[src/pkg/timer_oc_pkg.sv]
// Register map, field layout, reset values and mode codes of the timer compare unit
package timer_oc_pkg;

  // Register addresses on the byte-wide register port
  localparam int ADDR_W = 4;
  localparam logic [3:0] REG_CTRL_A = 4'h0;
  localparam logic [3:0] REG_CTRL_B = 4'h1;
  localparam logic [3:0] REG_FORCE = 4'h2;
  localparam logic [3:0] REG_COUNT_LOW = 4'h3;
  localparam logic [3:0] REG_COUNT_HIGH = 4'h4;
  localparam logic [3:0] REG_CAPT_LOW = 4'h5;
  localparam logic [3:0] REG_CAPT_HIGH = 4'h6;
  localparam logic [3:0] REG_CMPA_LOW = 4'h7;
  localparam logic [3:0] REG_CMPA_HIGH = 4'h8;
  localparam logic [3:0] REG_CMPB_LOW = 4'h9;
  localparam logic [3:0] REG_CMPB_HIGH = 4'hA;
  localparam logic [3:0] REG_IRQ_EN = 4'hB;
  localparam logic [3:0] REG_FLAGS = 4'hC;

  // Field positions
  localparam int CTRL_A_ACT_A_POS = 6;
  localparam int CTRL_A_ACT_B_POS = 4;
  localparam int CTRL_A_MODE_LO_POS = 0;
  localparam int CTRL_B_MODE_HI_POS = 3;
  localparam int CTRL_B_RUN_POS = 0;
  localparam int FORCE_A_POS = 7;
  localparam int FORCE_B_POS = 6;
  localparam int FLAG_A_POS = 1;
  localparam int FLAG_B_POS = 2;
  localparam int FLAG_CAPT_POS = 5;

  // Reset values
  localparam logic [7:0] CTRL_A_RESET = 8'h00;
  localparam logic [7:0] CTRL_B_RESET = 8'h00;
  localparam logic [7:0] IRQ_EN_RESET = 8'h00;
  localparam logic [15:0] COUNT_RESET = 16'h0000;
  localparam logic [15:0] COMPARE_RESET = 16'h0000;
  localparam logic [15:0] COUNT_MAX = 16'hFFFF;

  // Waveform mode codes with special meaning
  localparam logic [3:0] MODE_NORMAL = 4'h0;
  localparam logic [3:0] MODE_CLEAR_CMPA = 4'h4;
  localparam logic [3:0] MODE_CLEAR_CAPT = 4'hC;
  localparam logic [3:0] MODE_RESERVED = 4'hD;

  // Output action codes
  localparam logic [1:0] ACT_NONE = 2'h0;
  localparam logic [1:0] ACT_TOGGLE = 2'h1;
  localparam logic [1:0] ACT_CLEAR = 2'h2;
  localparam logic [1:0] ACT_SET = 2'h3;

  // Timer clock divider default
  localparam int TICK_DIV_DEFAULT = 1;

endpackage

[src/design/timer_output_compare_unit.sv]
// Timer compare unit: counter, capture register, two buffered compare channels
//
// Functional notes
// - New capture overwrites unread capture value
// - Each channel compares count with compare value
// - Match flag sets one timer tick later
// - Enabled flag requests interrupt, clears on service
// - Writing one clears flag, zero keeps it
// - Output follows match, mode, action, top, bottom
// - Channel A value may set counter top
// - Two channels, each with full own resources
// - Compare buffered in PWM modes only
// - Buffer transfers only at top or bottom
// - CPU reaches buffer or active register by mode
// - Compare high byte reads direct, not holding
// - High byte first; low write loads sixteen bits
// - Force updates output only, no flag, no counter
// - Counter write blocks matches next timer tick
// - Count written at variable top runs to FFFF
// - Output state survives waveform mode changes
// - Output action change takes effect immediately
// - Reset clears each output state to zero
// - Action zero leaves output unchanged on match
//
// Chosen here: the address map and strobed register access.
`timescale 1ns/10ps
`default_nettype none

module timer_output_compare_unit
  import timer_oc_pkg::*;
#(
  parameter int TICK_DIV = TICK_DIV_DEFAULT
) (
  // Clock and reset
  input wire logic CORE_CLK,
  input wire logic RESET,
  // Register port
  input wire logic [ADDR_W-1:0] ADDR,
  input wire logic [7:0] WR_DATA,
  input wire logic WR_STB,
  input wire logic RD_STB,
  output logic [7:0] RD_DATA,
  // Capture trigger, already edge detected
  input wire logic CAPTURE_EVENT,
  // Interrupt requests and service acknowledges
  output logic IRQ_A,
  output logic IRQ_B,
  output logic IRQ_CAPT,
  input wire logic IRQ_ACK_A,
  input wire logic IRQ_ACK_B,
  input wire logic IRQ_ACK_CAPT,
  // Compare outputs and their port override enables
  output logic COMPARE_OUT_A,
  output logic COMPARE_OUT_B,
  output logic COMPARE_OUT_EN_A,
  output logic COMPARE_OUT_EN_B
);

  logic [7:0] ctrl_a;
  logic [7:0] ctrl_b;
  logic [7:0] irq_en;
  logic [7:0] temp;
  logic [15:0] timer_count;
  logic [15:0] capture_value;
  logic capture_flag;
  logic dir_down;
  logic block_pending;
  logic [15:0] div_cnt;
  logic [15:0] active [2];
  logic [15:0] buffer [2];
  logic [1:0] compare_match_flag;
  logic [1:0] oc;
  logic [1:0] action [2];
  logic [1:0] hit;
  logic [1:0] force_hit;
  logic [1:0] wr_cmp_low;
  logic [1:0] irq_ack;
  logic [7:0] rd_mux;

  // Register decode
  wire wr_ctrl_a = WR_STB && (ADDR == REG_CTRL_A);
  wire wr_ctrl_b = WR_STB && (ADDR == REG_CTRL_B);
  wire wr_force = WR_STB && (ADDR == REG_FORCE);
  wire wr_count_low = WR_STB && (ADDR == REG_COUNT_LOW);
  wire wr_capt_low = WR_STB && (ADDR == REG_CAPT_LOW);
  wire wr_irq_en = WR_STB && (ADDR == REG_IRQ_EN);
  wire wr_flags = WR_STB && (ADDR == REG_FLAGS);
  wire wr_high = WR_STB && ((ADDR == REG_COUNT_HIGH) || (ADDR == REG_CAPT_HIGH) ||
                            (ADDR == REG_CMPA_HIGH) || (ADDR == REG_CMPB_HIGH));
  wire rd_count_low = RD_STB && (ADDR == REG_COUNT_LOW);
  wire rd_capt_low = RD_STB && (ADDR == REG_CAPT_LOW);
  wire [15:0] wr_word = {temp, WR_DATA};

  // Mode decode
  wire [3:0] wgm = {ctrl_b[CTRL_B_MODE_HI_POS +: 2], ctrl_a[CTRL_A_MODE_LO_POS +: 2]};
  // buffering only in the twelve PWM modes
  wire is_pwm = !((wgm == MODE_NORMAL) || (wgm == MODE_CLEAR_CMPA) ||
                  (wgm == MODE_CLEAR_CAPT) || (wgm == MODE_RESERVED));
  wire dual_slope = (wgm == 4'h1) || (wgm == 4'h2) || (wgm == 4'h3) ||
                    ((wgm >= 4'h8) && (wgm <= 4'hB));
  wire upd_bottom = (wgm == 4'h8) || (wgm == 4'h9);
  wire capt_is_top = (wgm == 4'h8) || (wgm == 4'hA) || (wgm == MODE_CLEAR_CAPT) ||
                     (wgm == 4'hE);

  // channel A compare value as counter top
  wire cmpa_is_top = (wgm == MODE_CLEAR_CMPA) || (wgm == 4'h9) || (wgm == 4'hB) ||
                     (wgm == 4'hF);
  wire [15:0] top_value = cmpa_is_top ? active[0] :
                          capt_is_top ? capture_value :
                          ((wgm == 4'h1) || (wgm == 4'h5)) ? 16'h00FF :
                          ((wgm == 4'h2) || (wgm == 4'h6)) ? 16'h01FF :
                          ((wgm == 4'h3) || (wgm == 4'h7)) ? 16'h03FF : COUNT_MAX;

  // Timer clock as a one-cycle enable; stopped while the run bit is low
  wire run = ctrl_b[CTRL_B_RUN_POS];
  wire tick = run && (div_cnt == 16'h0000);

  // a blocked top match lets the counter run on to FFFF
  wire at_top = (timer_count == top_value) && !block_pending;
  wire at_bottom_turn = dual_slope && dir_down && (timer_count == 16'h0000);
  // transfer points at top or bottom only
  wire update_pt = tick && is_pwm && (upd_bottom ? at_bottom_turn : at_top);
  wire fast_wrap = tick && is_pwm && !dual_slope && at_top;

  assign irq_ack = {IRQ_ACK_B, IRQ_ACK_A};
  assign action[0] = ctrl_a[CTRL_A_ACT_A_POS +: 2];
  assign action[1] = ctrl_a[CTRL_A_ACT_B_POS +: 2];

  // Timer clock divider
  always_ff @(posedge CORE_CLK) begin
    if (RESET || !run || (div_cnt == 16'(TICK_DIV - 1))) begin
      div_cnt <= 16'h0000;
    end else begin
      div_cnt <= div_cnt + 16'h0001;
    end
  end

  // any counter write blocks matches at the next timer tick
  always_ff @(posedge CORE_CLK) begin
    if (RESET) begin
      block_pending <= 1'b0;
    end else if (wr_count_low) begin
      block_pending <= 1'b1;
    end else if (tick) begin
      block_pending <= 1'b0;
    end
  end

  // Counter; a CPU write has priority over counting
  always_ff @(posedge CORE_CLK) begin
    if (RESET) begin
      timer_count <= COUNT_RESET;
      dir_down <= 1'b0;
    end else if (wr_count_low) begin
      timer_count <= wr_word;
    end else if (tick) begin
      if (!dual_slope) begin
        dir_down <= 1'b0;
        timer_count <= at_top ? 16'h0000 : timer_count + 16'h0001;
      end else if (dir_down) begin
        if (timer_count == 16'h0000) begin
          dir_down <= 1'b0;
          timer_count <= 16'h0001;
        end else begin
          timer_count <= timer_count - 16'h0001;
        end
      end else if (at_top) begin
        dir_down <= 1'b1;
        timer_count <= timer_count - 16'h0001;
      end else begin
        timer_count <= timer_count + 16'h0001;
      end
    end
  end

  // shared holding byte: loaded by high writes and by count and capture low reads
  always_ff @(posedge CORE_CLK) begin
    if (RESET) begin
      temp <= 8'h00;
    end else if (wr_high) begin
      temp <= WR_DATA;
    end else if (rd_count_low) begin
      temp <= timer_count[15:8];
    end else if (rd_capt_low) begin
      temp <= capture_value[15:8];
    end
  end

  // capture overwrites whatever software has not read yet
  always_ff @(posedge CORE_CLK) begin
    if (RESET) begin
      capture_value <= COUNT_RESET;
    end else if (wr_capt_low && capt_is_top) begin
      capture_value <= wr_word;
    end else if (CAPTURE_EVENT && !capt_is_top) begin
      capture_value <= timer_count;
    end
  end

  // Capture flag; a new event wins over a clear in the same cycle
  always_ff @(posedge CORE_CLK) begin
    if (RESET) begin
      capture_flag <= 1'b0;
    end else if (CAPTURE_EVENT && !capt_is_top) begin
      capture_flag <= 1'b1;
    end else if ((wr_flags && WR_DATA[FLAG_CAPT_POS]) || IRQ_ACK_CAPT) begin
      capture_flag <= 1'b0;
    end
  end

  // control registers; action bits act at once, they are not buffered
  always_ff @(posedge CORE_CLK) begin
    if (RESET) begin
      ctrl_a <= CTRL_A_RESET;
      ctrl_b <= CTRL_B_RESET;
      irq_en <= IRQ_EN_RESET;
    end else begin
      if (wr_ctrl_a) begin
        ctrl_a <= WR_DATA & 8'hF3;
      end
      if (wr_ctrl_b) begin
        ctrl_b <= WR_DATA & 8'h19;
      end
      if (wr_irq_en) begin
        irq_en <= WR_DATA & 8'h26;
      end
    end
  end

  // one identical slice per compare channel
  for (genvar i = 0; i < 2; i++) begin : g_chan
    logic next_oc;

    assign wr_cmp_low[i] = WR_STB && (ADDR == ((i == 0) ? REG_CMPA_LOW : REG_CMPB_LOW));
    // sixteen-bit equality, gated by the tick and the write block
    assign hit[i] = tick && !block_pending && (timer_count == active[i]);
    // force acts only outside PWM modes
    assign force_hit[i] = wr_force && !is_pwm &&
                          WR_DATA[(i == 0) ? FORCE_A_POS : FORCE_B_POS];

    // low write lands in the buffer, and in the active word unbuffered
    always_ff @(posedge CORE_CLK) begin
      if (RESET) begin
        buffer[i] <= COMPARE_RESET;
        active[i] <= COMPARE_RESET;
      end else begin
        if (wr_cmp_low[i]) begin
          buffer[i] <= wr_word;
        end
        if (wr_cmp_low[i] && !is_pwm) begin
          active[i] <= wr_word;
        end else if (update_pt) begin
          active[i] <= buffer[i];
        end
      end
    end

    // flag rises on the edge after the matching tick
    // a one written clears, a zero keeps; a new hit wins
    always_ff @(posedge CORE_CLK) begin
      if (RESET) begin
        compare_match_flag[i] <= 1'b0;
      end else if (hit[i]) begin
        compare_match_flag[i] <= 1'b1;
      end else if ((wr_flags && WR_DATA[(i == 0) ? FLAG_A_POS : FLAG_B_POS]) || irq_ack[i]) begin
        compare_match_flag[i] <= 1'b0;
      end
    end

    // waveform decisions; the wrap update wins over an equal match
    always_comb begin
      next_oc = oc[i];
      if (!is_pwm) begin
        if (hit[i] || force_hit[i]) begin
          unique case (action[i])
            ACT_TOGGLE: next_oc = !oc[i];
            ACT_CLEAR: next_oc = 1'b0;
            ACT_SET: next_oc = 1'b1;
            ACT_NONE: next_oc = oc[i];
          endcase
        end
      end else if (fast_wrap && action[i][1]) begin
        next_oc = !action[i][0];
      end else if (hit[i] && action[i][1]) begin
        next_oc = action[i][0] ^ (dual_slope && dir_down);
      end
    end

    // output state cleared only by reset
    // mode changes never touch the held state
    always_ff @(posedge CORE_CLK) begin
      if (RESET) begin
        oc[i] <= 1'b0;
      end else begin
        oc[i] <= next_oc;
      end
    end
  end

  // compare reads come straight from the register, never the holding byte
  assign rd_mux =
    (ADDR == REG_CTRL_A) ? ctrl_a :
    (ADDR == REG_CTRL_B) ? ctrl_b :
    (ADDR == REG_COUNT_LOW) ? timer_count[7:0] :
    (ADDR == REG_COUNT_HIGH) ? temp :
    (ADDR == REG_CAPT_LOW) ? capture_value[7:0] :
    (ADDR == REG_CAPT_HIGH) ? temp :
    (ADDR == REG_CMPA_LOW) ? (is_pwm ? buffer[0][7:0] : active[0][7:0]) :
    (ADDR == REG_CMPA_HIGH) ? (is_pwm ? buffer[0][15:8] : active[0][15:8]) :
    (ADDR == REG_CMPB_LOW) ? (is_pwm ? buffer[1][7:0] : active[1][7:0]) :
    (ADDR == REG_CMPB_HIGH) ? (is_pwm ? buffer[1][15:8] : active[1][15:8]) :
    (ADDR == REG_IRQ_EN) ? irq_en :
    (ADDR == REG_FLAGS) ? {2'h0, capture_flag, 2'h0, compare_match_flag, 1'b0} : 8'h00;

  // Read data stand only in the cycle after the strobe; force reads zero
  always_ff @(posedge CORE_CLK) begin
    if (RESET || !RD_STB) begin
      RD_DATA <= 8'h00;
    end else begin
      RD_DATA <= rd_mux;
    end
  end

  assign IRQ_A = compare_match_flag[0] && irq_en[FLAG_A_POS];
  assign IRQ_B = compare_match_flag[1] && irq_en[FLAG_B_POS];
  assign IRQ_CAPT = capture_flag && irq_en[FLAG_CAPT_POS];
  assign COMPARE_OUT_A = oc[0];
  assign COMPARE_OUT_B = oc[1];
  // Port override whenever an action is selected
  assign COMPARE_OUT_EN_A = (action[0] != ACT_NONE);
  assign COMPARE_OUT_EN_B = (action[1] != ACT_NONE);
endmodule

`default_nettype wire

[config.mk]
export PLATFORM = sky130hd
export DESIGN_NAME = timer_output_compare_unit
export DESIGN_NICKNAME = d
export VERILOG_FILES = /design/src/pkg/timer_oc_pkg.sv /design/src/design/timer_output_compare_unit.sv
export SDC_FILE = /design/constraint.sdc
export NUM_CORES = 1
export LEC_CHECK = 0
export BUFFER_PORTS_ARGS = -buffer_cell sky130_fd_sc_hd__buf_2
export CORE_ASPECT_RATIO = 0.5
export CORE_MARGIN = 4
export CORE_UTILIZATION = 45
export DETAILED_ROUTE_END_ITERATION = 16
export PLACE_DENSITY = 0.65
export SETUP_SLACK_MARGIN = 0.15
export SLEW_MARGIN = 20
export SYNTH_ARGS = -nofsm -noshare
export SYNTH_HDL_FRONTEND = slang
export SYNTH_SLANG_ARGS = --single-unit
[constraint.sdc]
create_clock -name CORE_CLK -period 5.9 [get_ports CORE_CLK]
set_clock_uncertainty 0.05 [all_clocks]
set_input_delay 0.59 -clock CORE_CLK [delete_from_list [all_inputs] [get_ports CORE_CLK]]
set_output_delay 0.59 -clock CORE_CLK [all_outputs]
set_load 0.005 [all_outputs]
# After elaboration in Yosys (flattened, before gate mapping)
# Memory sizes are Yosys's and may differ from the RTL's.
# Index checks and enable logic that the tools add are counted.
[word_totals] regBits=83 input_bits=20 ram_bits=64 mem_count=2
[memory_table] memory="active" words=2 width=16 rd=2 rd_clocked_by_memory_dff=0 write_ports=2 line_no="timer_output_compare_unit.sv:69" rtl="logic [15:0] active [2];"
[memory_table] memory="buffer" words=2 width=16 rd=2 rd_clocked_by_memory_dff=0 write_ports=2 line_no="timer_output_compare_unit.sv:70" rtl="logic [15:0] buffer [2];"
[op_classes] n_eq_ne=40 muxes=83 order_cmp=2 bitwise_logic=9 reduce_logical=99 n_addsub=3
[op_table] cell="$mux W16" n=20
[op_table] cell="$mux W8" n=17
[op_table] cell="$eq A4 B4 Y1 const B" n=13
[op_table] cell="$eq A16 B16 Y1" n=3
[op_table] cell="$mux W1" n=42
[op_table] cell="$logic_and A1 B1 Y1" n=41
[op_table] cell="$add A16 B1 Y16 const B" n=2
[op_table] cell="$eq A4 B3 Y1 const B" n=8
[op_table] cell="$logic_not A16 Y1" n=2
[op_table] cell="$logic_or A1 B1 Y1" n=27
[op_table] cell="$eq A4 B2 Y1 const B" n=4
[op_table] cell="$sub A16 B1 Y16 const B" n=1
[op_table] cell="$reduce_bool A2 Y1" n=7
[op_table] cell="$mux W6" n=2
[op_table] cell="$logic_not A1 Y1" n=10
[op_table] cell="$reduce_bool A3 Y1" n=3
[op_table] cell="$eq A2 B2 Y1 const B" n=4
[op_table] cell="$eq A4 B1 Y1 const B" n=2
[op_table] cell="$logic_not A4 Y1" n=2
[op_table] cell="$or A1 B1 Y1" n=6
[op_table] cell="$pmux W1 S3" n=2
[op_table] cell="$reduce_and A3 Y1" n=2
[op_table] cell="$eq A2 B1 Y1 const B" n=2
[op_table] cell="$ge A4 B4 Y1 const B" n=1
[op_table] cell="other kinds (9)" n=13

# Longest topological paths before layout
[depth] word_depth=16 depth_mapped=15 mapped_depth_nobuf=11

# Worst setup path after synthesis
# Ideal clock, no wire load.
[synth_timing] path_type="flip-flop to flip-flop" startpoint="register ctrl_a[1]" endpoint="memory active[0][0], enable pin" required_ns=5.478 slack_ns=2.705 path_stages_with_launch=12 t_arrival_ns=2.772 n_path_buf=2 synth_period_minus_slack_ns=3.195 setup_time_ns=0.372 cell_sequence="dfxtp_1 -> buf_6 -> nor3_4 -> o21ai_0 -> and3_1 -> or4_1 -> nor3_2 -> and3_1 -> buf_2 -> a21oi_1 -> nor4_4 -> or3_1"
[synth_rtl] item="from (decl)" line_no="timer_output_compare_unit.sv:59" rtl="logic [7:0] ctrl_a;"
[synth_rtl] item="from (signal assigned)" line_no="timer_output_compare_unit.sv:219" rtl="ctrl_a <= WR_DATA & 8'hF3;"
[synth_rtl] item="to (decl)" line_no="timer_output_compare_unit.sv:69"

==> results.md <==
- Relative to the synthesized area, the layout overhead comes to 9.112%.
- Of the total power, the share spent switching nets is 0.2703.
- The setup slack on the worst flop-to-flop path is 1.06 ns.
- Entering global routing, the biggest net connects 39 pins.
- At the end of routability-driven placement, the weighted congestion stood at about 1.0.
- The CTS tree is done.
- The highest cell delay on the worst timing path is 0.76 ns.
- The flop and latch count out of synthesis is 147.
- After detailed routing, the number of vias per cell comes to between 6 and 7.
- At the placement stage, the worst setup path has a slack of approximately 1.2 ns.
- The signal on the critical path passes through nand2b_1, a31o_1, and3_1, or4_4, nor3_2, and3_1, a21oi_1, nor4_4, or3_1.
- The share of synthesized area in the top cell type comes to 0.2089.
- After clock tree synthesis, the setup repair step added 0 buffers.
- Counting the fill cells in the layout gives 1889.
- The global-route wire length before repair is approximately 50000 um.
- In the final routed layout, each cell accounts on average for ~24 um.
- The later pin in the worst-skew pair is clocked with a latency of 0.44 ns.
- The detailed router finished its first iteration with 1223 violations.
- The first-pass detailed-route iteration total is 7.
- The share of total power dissipated in sequential elements is 0.466.
- The share of the Yosys chip area taken by registers is 0.3895.
- For the finished layout, the period the worst path requires is 4.843 ns.
- The final sum of negative setup slack is 0 ns.
- Setup repair after global routing left no endpoint under its margin.
- In this run the cell area measured after placement is 9450 um2.
- For this design the ratio of total power to cell area is 243.7 nW/um2.
- The number of antenna diodes in the final layout is 0.
- The share of power burned in combinational logic is 0.090.
- IR analysis of the VDD net gives a maximum drop of 203.8 uV.
- Including well taps, the total number of placed cells is 1332.
- The actual transition at the worst max-transition pin is 0.9164 ns.
- The number of synthesized flops with an enable pin is between 60 and 70.
- Of the total power, the clock network draws 0.444.
- The leakage power total is 3.505 nW.
- The path category of the worst min-delay check is primary input to flip-flop.
- Based on the critical path, the design can be clocked at up to 206.5 MHz.
- The detailed-route via count is between 8000 and 9000.
- The library cell appearing most often on the critical path is sky130_fd_sc_hd__and3_1.
- The cell sitting at the root of the clock tree is a sky130_fd_sc_hd__clkbuf_16.
- Counting both buffers and inverters, the worst setup path holds a total of 0.
- After clock tree synthesis, the repair step resized 0 gates.
- STA classifies the critical path endpoint as a flip-flop.
- Once routing completed, OpenROAD measured the worst setup slack at 1.057 ns.
- In this run the power spent charging and discharging nets is 0.6611 mW.
- The critical path's top delay family is simple AND/OR/NAND/NOR gates.
- The via count of the first global-routing pass is a little under 8000.
- The synthesized area per cell is between 8 and 9 um2.
- The critical path start-end classification is flip-flop to flip-flop.
- Summed over all layers, the routed wires come to 33130 um.
- The hold violation total from the final report is 0.
- After clock tree synthesis, the clock-pin slew on the worst setup and hold paths is 0.06 ns.
- The required time reported for the critical path endpoint is 5.92 ns.
- In this run the tightest slew margin relative to its limit is 0.3845.
- The H-tree was split into 4 levels.
- In the routed design, unresolved DRC markers number 0.
- For this run the aggregate overflow at the end of global routing stands at 0.
- The die covers 22940 um2.
- Across every metal layer, demand over resource in global routing totals 0.2898.
- Hold timing on the final database bottoms out at a slack of 0.3697 ns.
- The die is 210.2 um wide.
- The kind of start point of the critical path is a flip-flop.
- The flow ran to the end, and the final reports show no timing, DRC or antenna violations.
- The count of nets after finishing is 1110.
- The count of buffers added on input and output ports is 34.
- The height of the chip is between 100 and 150 um.
- The detail route stage leaves a number of antenna-violating nets equal to 0.
- The critical-path maximum fanout is 21.
- The cell with the largest stage delay on the worst path is sky130_fd_sc_hd__dfxtp_1.
- After synthesis, the cell types taking the most area are sky130_fd_sc_hd__edfxtp_1, sky130_fd_sc_hd__dfxtp_1, sky130_fd_sc_hd__nand2_1.
- The initialized floorplan defines 36 standard-cell rows.
- The most frequently used flop master after synthesis is sky130_fd_sc_hd__dfxtp_1.
- The maximum number of buffers from clock root to sink is 2.
- CTS saw 147 sinks.
- The number of buffers added to fix hold violations after cts is 0.
- The data arrival time at the worst-slack endpoint is 4.87 ns.
- The floorplan step defined a core boundary enclosing ~20000 um2.
- The fraction of registers with async set/reset is 0.
- The initial utilization of the core area, before any placement, comes to 0.4653.
- The half-perimeter wire length after placement is 23630 um.
- In this run the count of I/O pins placed on the die edge is 35.
- The number of antenna violations at the first check in global routing is 0.
- The tool flagged a number of max-cap violations equal to 0.
- Of the available clock period, the critical path in the final layout requires 0.8208.
- The max-slew violation total from the final report was 0.
- After routing the design area is 10040 um2.
- Synthesis produced a netlist with a net count of about 1100.
- The leading area contributor after synthesis is sky130_fd_sc_hd__edfxtp_1.
- In the synthesized netlist, the number of instances is approximately 1100.
- The number of setup violations in the final report is 0.
- The number of warning messages in the yosys log is 0.
- The internal portion of the total power is 1.785 mW.
- Excluding fillers, the count of instances in the completed layout stands at 1364.
- The TritonCTS buffer count is 17.
- The share of layout cells above drive strength 1 is 0.1002.
- The synthesized netlist occupies a cell area of 9200 um2.
- The number of unique standard cell types used by synthesis is 77.
==> power by group through the flow <==
stage | sequential [mW] | combinational [mW] | clock [mW]
finish | 1.14 | 0.221 | 1.09
global route | 1.14 | 0.236 | 1.14
CTS | 1.14 | 0.215 | 1.10
detailed placement | 1.16 | 0.214 | 0
global placement | 1.16 | 0.212 | 0
floorplan | 1.13 | 0.153 | 0
==> tightest hold or removal path, cell delays in order <==
cell and delay [ns]:
sky130_fd_sc_hd__buf_2 0.07, sky130_fd_sc_hd__nand3b_1 0.09, sky130_fd_sc_hd__a21oi_1 0.06
==> state kept, by name (all words and copies together) (netlist names) <==
signal	cells
buffer	32
active	32
timer_count	16
compare_match_flag	2
ctrl_a	6
COMPARE_OUT_A	1
COMPARE_OUT_B	1
capture_flag	1
dir_down	1
block_pending	1
capture_value	16
temp	8
div_cnt	16
ctrl_b	3
irq_en	3
RD_DATA	8
==> cells in the final DEF (no fill, tap or decap), types with 10 or more instances in the layout <==
| master | instances |
|---|---|
| sky130_fd_sc_hd__nand2_1 | 115 |
| sky130_fd_sc_hd__nor2_1 | 98 |
| sky130_fd_sc_hd__dfxtp_1 | 83 |
| sky130_fd_sc_hd__a21oi_1 | 74 |
| sky130_fd_sc_hd__edfxtp_1 | 64 |
| sky130_fd_sc_hd__o21ai_0 | 49 |
| sky130_fd_sc_hd__and2_1 | 40 |
| sky130_fd_sc_hd__a22o_1 | 36 |
| sky130_fd_sc_hd__buf_2 | 34 |
| sky130_fd_sc_hd__nand3_1 | 33 |
| sky130_fd_sc_hd__inv_1 | 29 |
| sky130_fd_sc_hd__nor3_1 | 29 |
| sky130_fd_sc_hd__xnor2_1 | 28 |
| sky130_fd_sc_hd__a22oi_1 | 25 |
| sky130_fd_sc_hd__and3_1 | 24 |
| sky130_fd_sc_hd__a31oi_1 | 21 |
| sky130_fd_sc_hd__buf_4 | 21 |
| sky130_fd_sc_hd__nand4_1 | 18 |
| sky130_fd_sc_hd__clkbuf_16 | 18 |
| sky130_fd_sc_hd__mux2i_1 | 17 |
| sky130_fd_sc_hd__nand2b_1 | 16 |
| sky130_fd_sc_hd__or3_1 | 15 |
| sky130_fd_sc_hd__xor2_1 | 13 |
| sky130_fd_sc_hd__nor2b_1 | 12 |
| sky130_fd_sc_hd__o211ai_1 | 12 |
| sky130_fd_sc_hd__nor4_1 | 11 |
| sky130_fd_sc_hd__o22ai_1 | 10 |
==> metrics by stage <==
stage,util,total power [mW]
finish,0.5077,2.446
global route,0.5077,2.519
CTS,0.5075,2.450
detailed placement,0.4779,1.372
global placement,0.4779,1.370
floorplan,-,1.282
==> layout make-up <==
| type | instances | area [um2] | area share |
|---|---|---|---|
| tap | 266 | 332.8 | 0.03315 |
| sequential | 147 | 3583 | 0.3570 |
| inverter | 30 | 112.6 | 0.01122 |
| timing repair buffer | 55 | 327.8 | 0.03266 |
| multi-input combinational | 834 | 5096 | 0.5077 |
| clock inverter | 12 | 117.6 | 0.01172 |
| clock buffer | 20 | 467.9 | 0.04662 |
==> metal layers <==
metal	global-route usage	vias to the layer above	routed length (um)
met2	0.4130	460	13590
met5	0	-	0
met1	0.4284	4266	14820
met4	0.09307	0	821
met3	0.07243	63	3898
li1	-	4039	-
==> path summary, 6_finish.rpt <==
check | start | cells past startpoint | endpoint
max | ctrl_b[3] | 9 | active[1][15]
min | IRQ_ACK_B | 3 | compare_match_flag[1]
max reg2reg | ctrl_b[3] | 9 | active[1][15]
min reg2reg | div_cnt[0] | 1 | div_cnt[0]
==> logic make-up (layout without fill, tap and decap cells) <==
kind of cell,count (synthesis),in the layout,share of synthesized area
adders and majority gates,5,5,0.006800
muxes,18,18,0.01972
buffers and inverters,126,117,0.05725
AOI/OAI and AO/OA,320,320,0.2381
xor gates and xnor gates,41,41,0.03903
DFF,147,147,0.3895
and+or+nand+nor,450,450,0.2496
==> cells in the mapped netlist, types with 8 or more instances <==
master and count:
sky130_fd_sc_hd__nand2b_1 16, sky130_fd_sc_hd__nor4_1 11, sky130_fd_sc_hd__a21oi_1 75, sky130_fd_sc_hd__a22oi_1 25, sky130_fd_sc_hd__a31oi_1 21, sky130_fd_sc_hd__o21ai_0 49
sky130_fd_sc_hd__nand4_1 18, sky130_fd_sc_hd__nor3_1 29, sky130_fd_sc_hd__mux2i_1 17, sky130_fd_sc_hd__xor2_1 13, sky130_fd_sc_hd__o31ai_1 8, sky130_fd_sc_hd__a311oi_1 8
sky130_fd_sc_hd__nor2_1 99, sky130_fd_sc_hd__and3_1 24, sky130_fd_sc_hd__buf_1 8, sky130_fd_sc_hd__inv_1 29, sky130_fd_sc_hd__or3_1 15, sky130_fd_sc_hd__dfxtp_1 83
sky130_fd_sc_hd__and2_1 40, sky130_fd_sc_hd__a22o_1 36, sky130_fd_sc_hd__o32ai_1 8, sky130_fd_sc_hd__o211ai_1 12, sky130_fd_sc_hd__edfxtp_1 64, sky130_fd_sc_hd__nor2b_1 12
sky130_fd_sc_hd__nand3_1 33, sky130_fd_sc_hd__o22ai_1 10, sky130_fd_sc_hd__buf_2 16, sky130_fd_sc_hd__xnor2_1 28, sky130_fd_sc_hd__clkbuf_1 65, sky130_fd_sc_hd__nand2_1 115
Power figures use the tool's default switching activity.
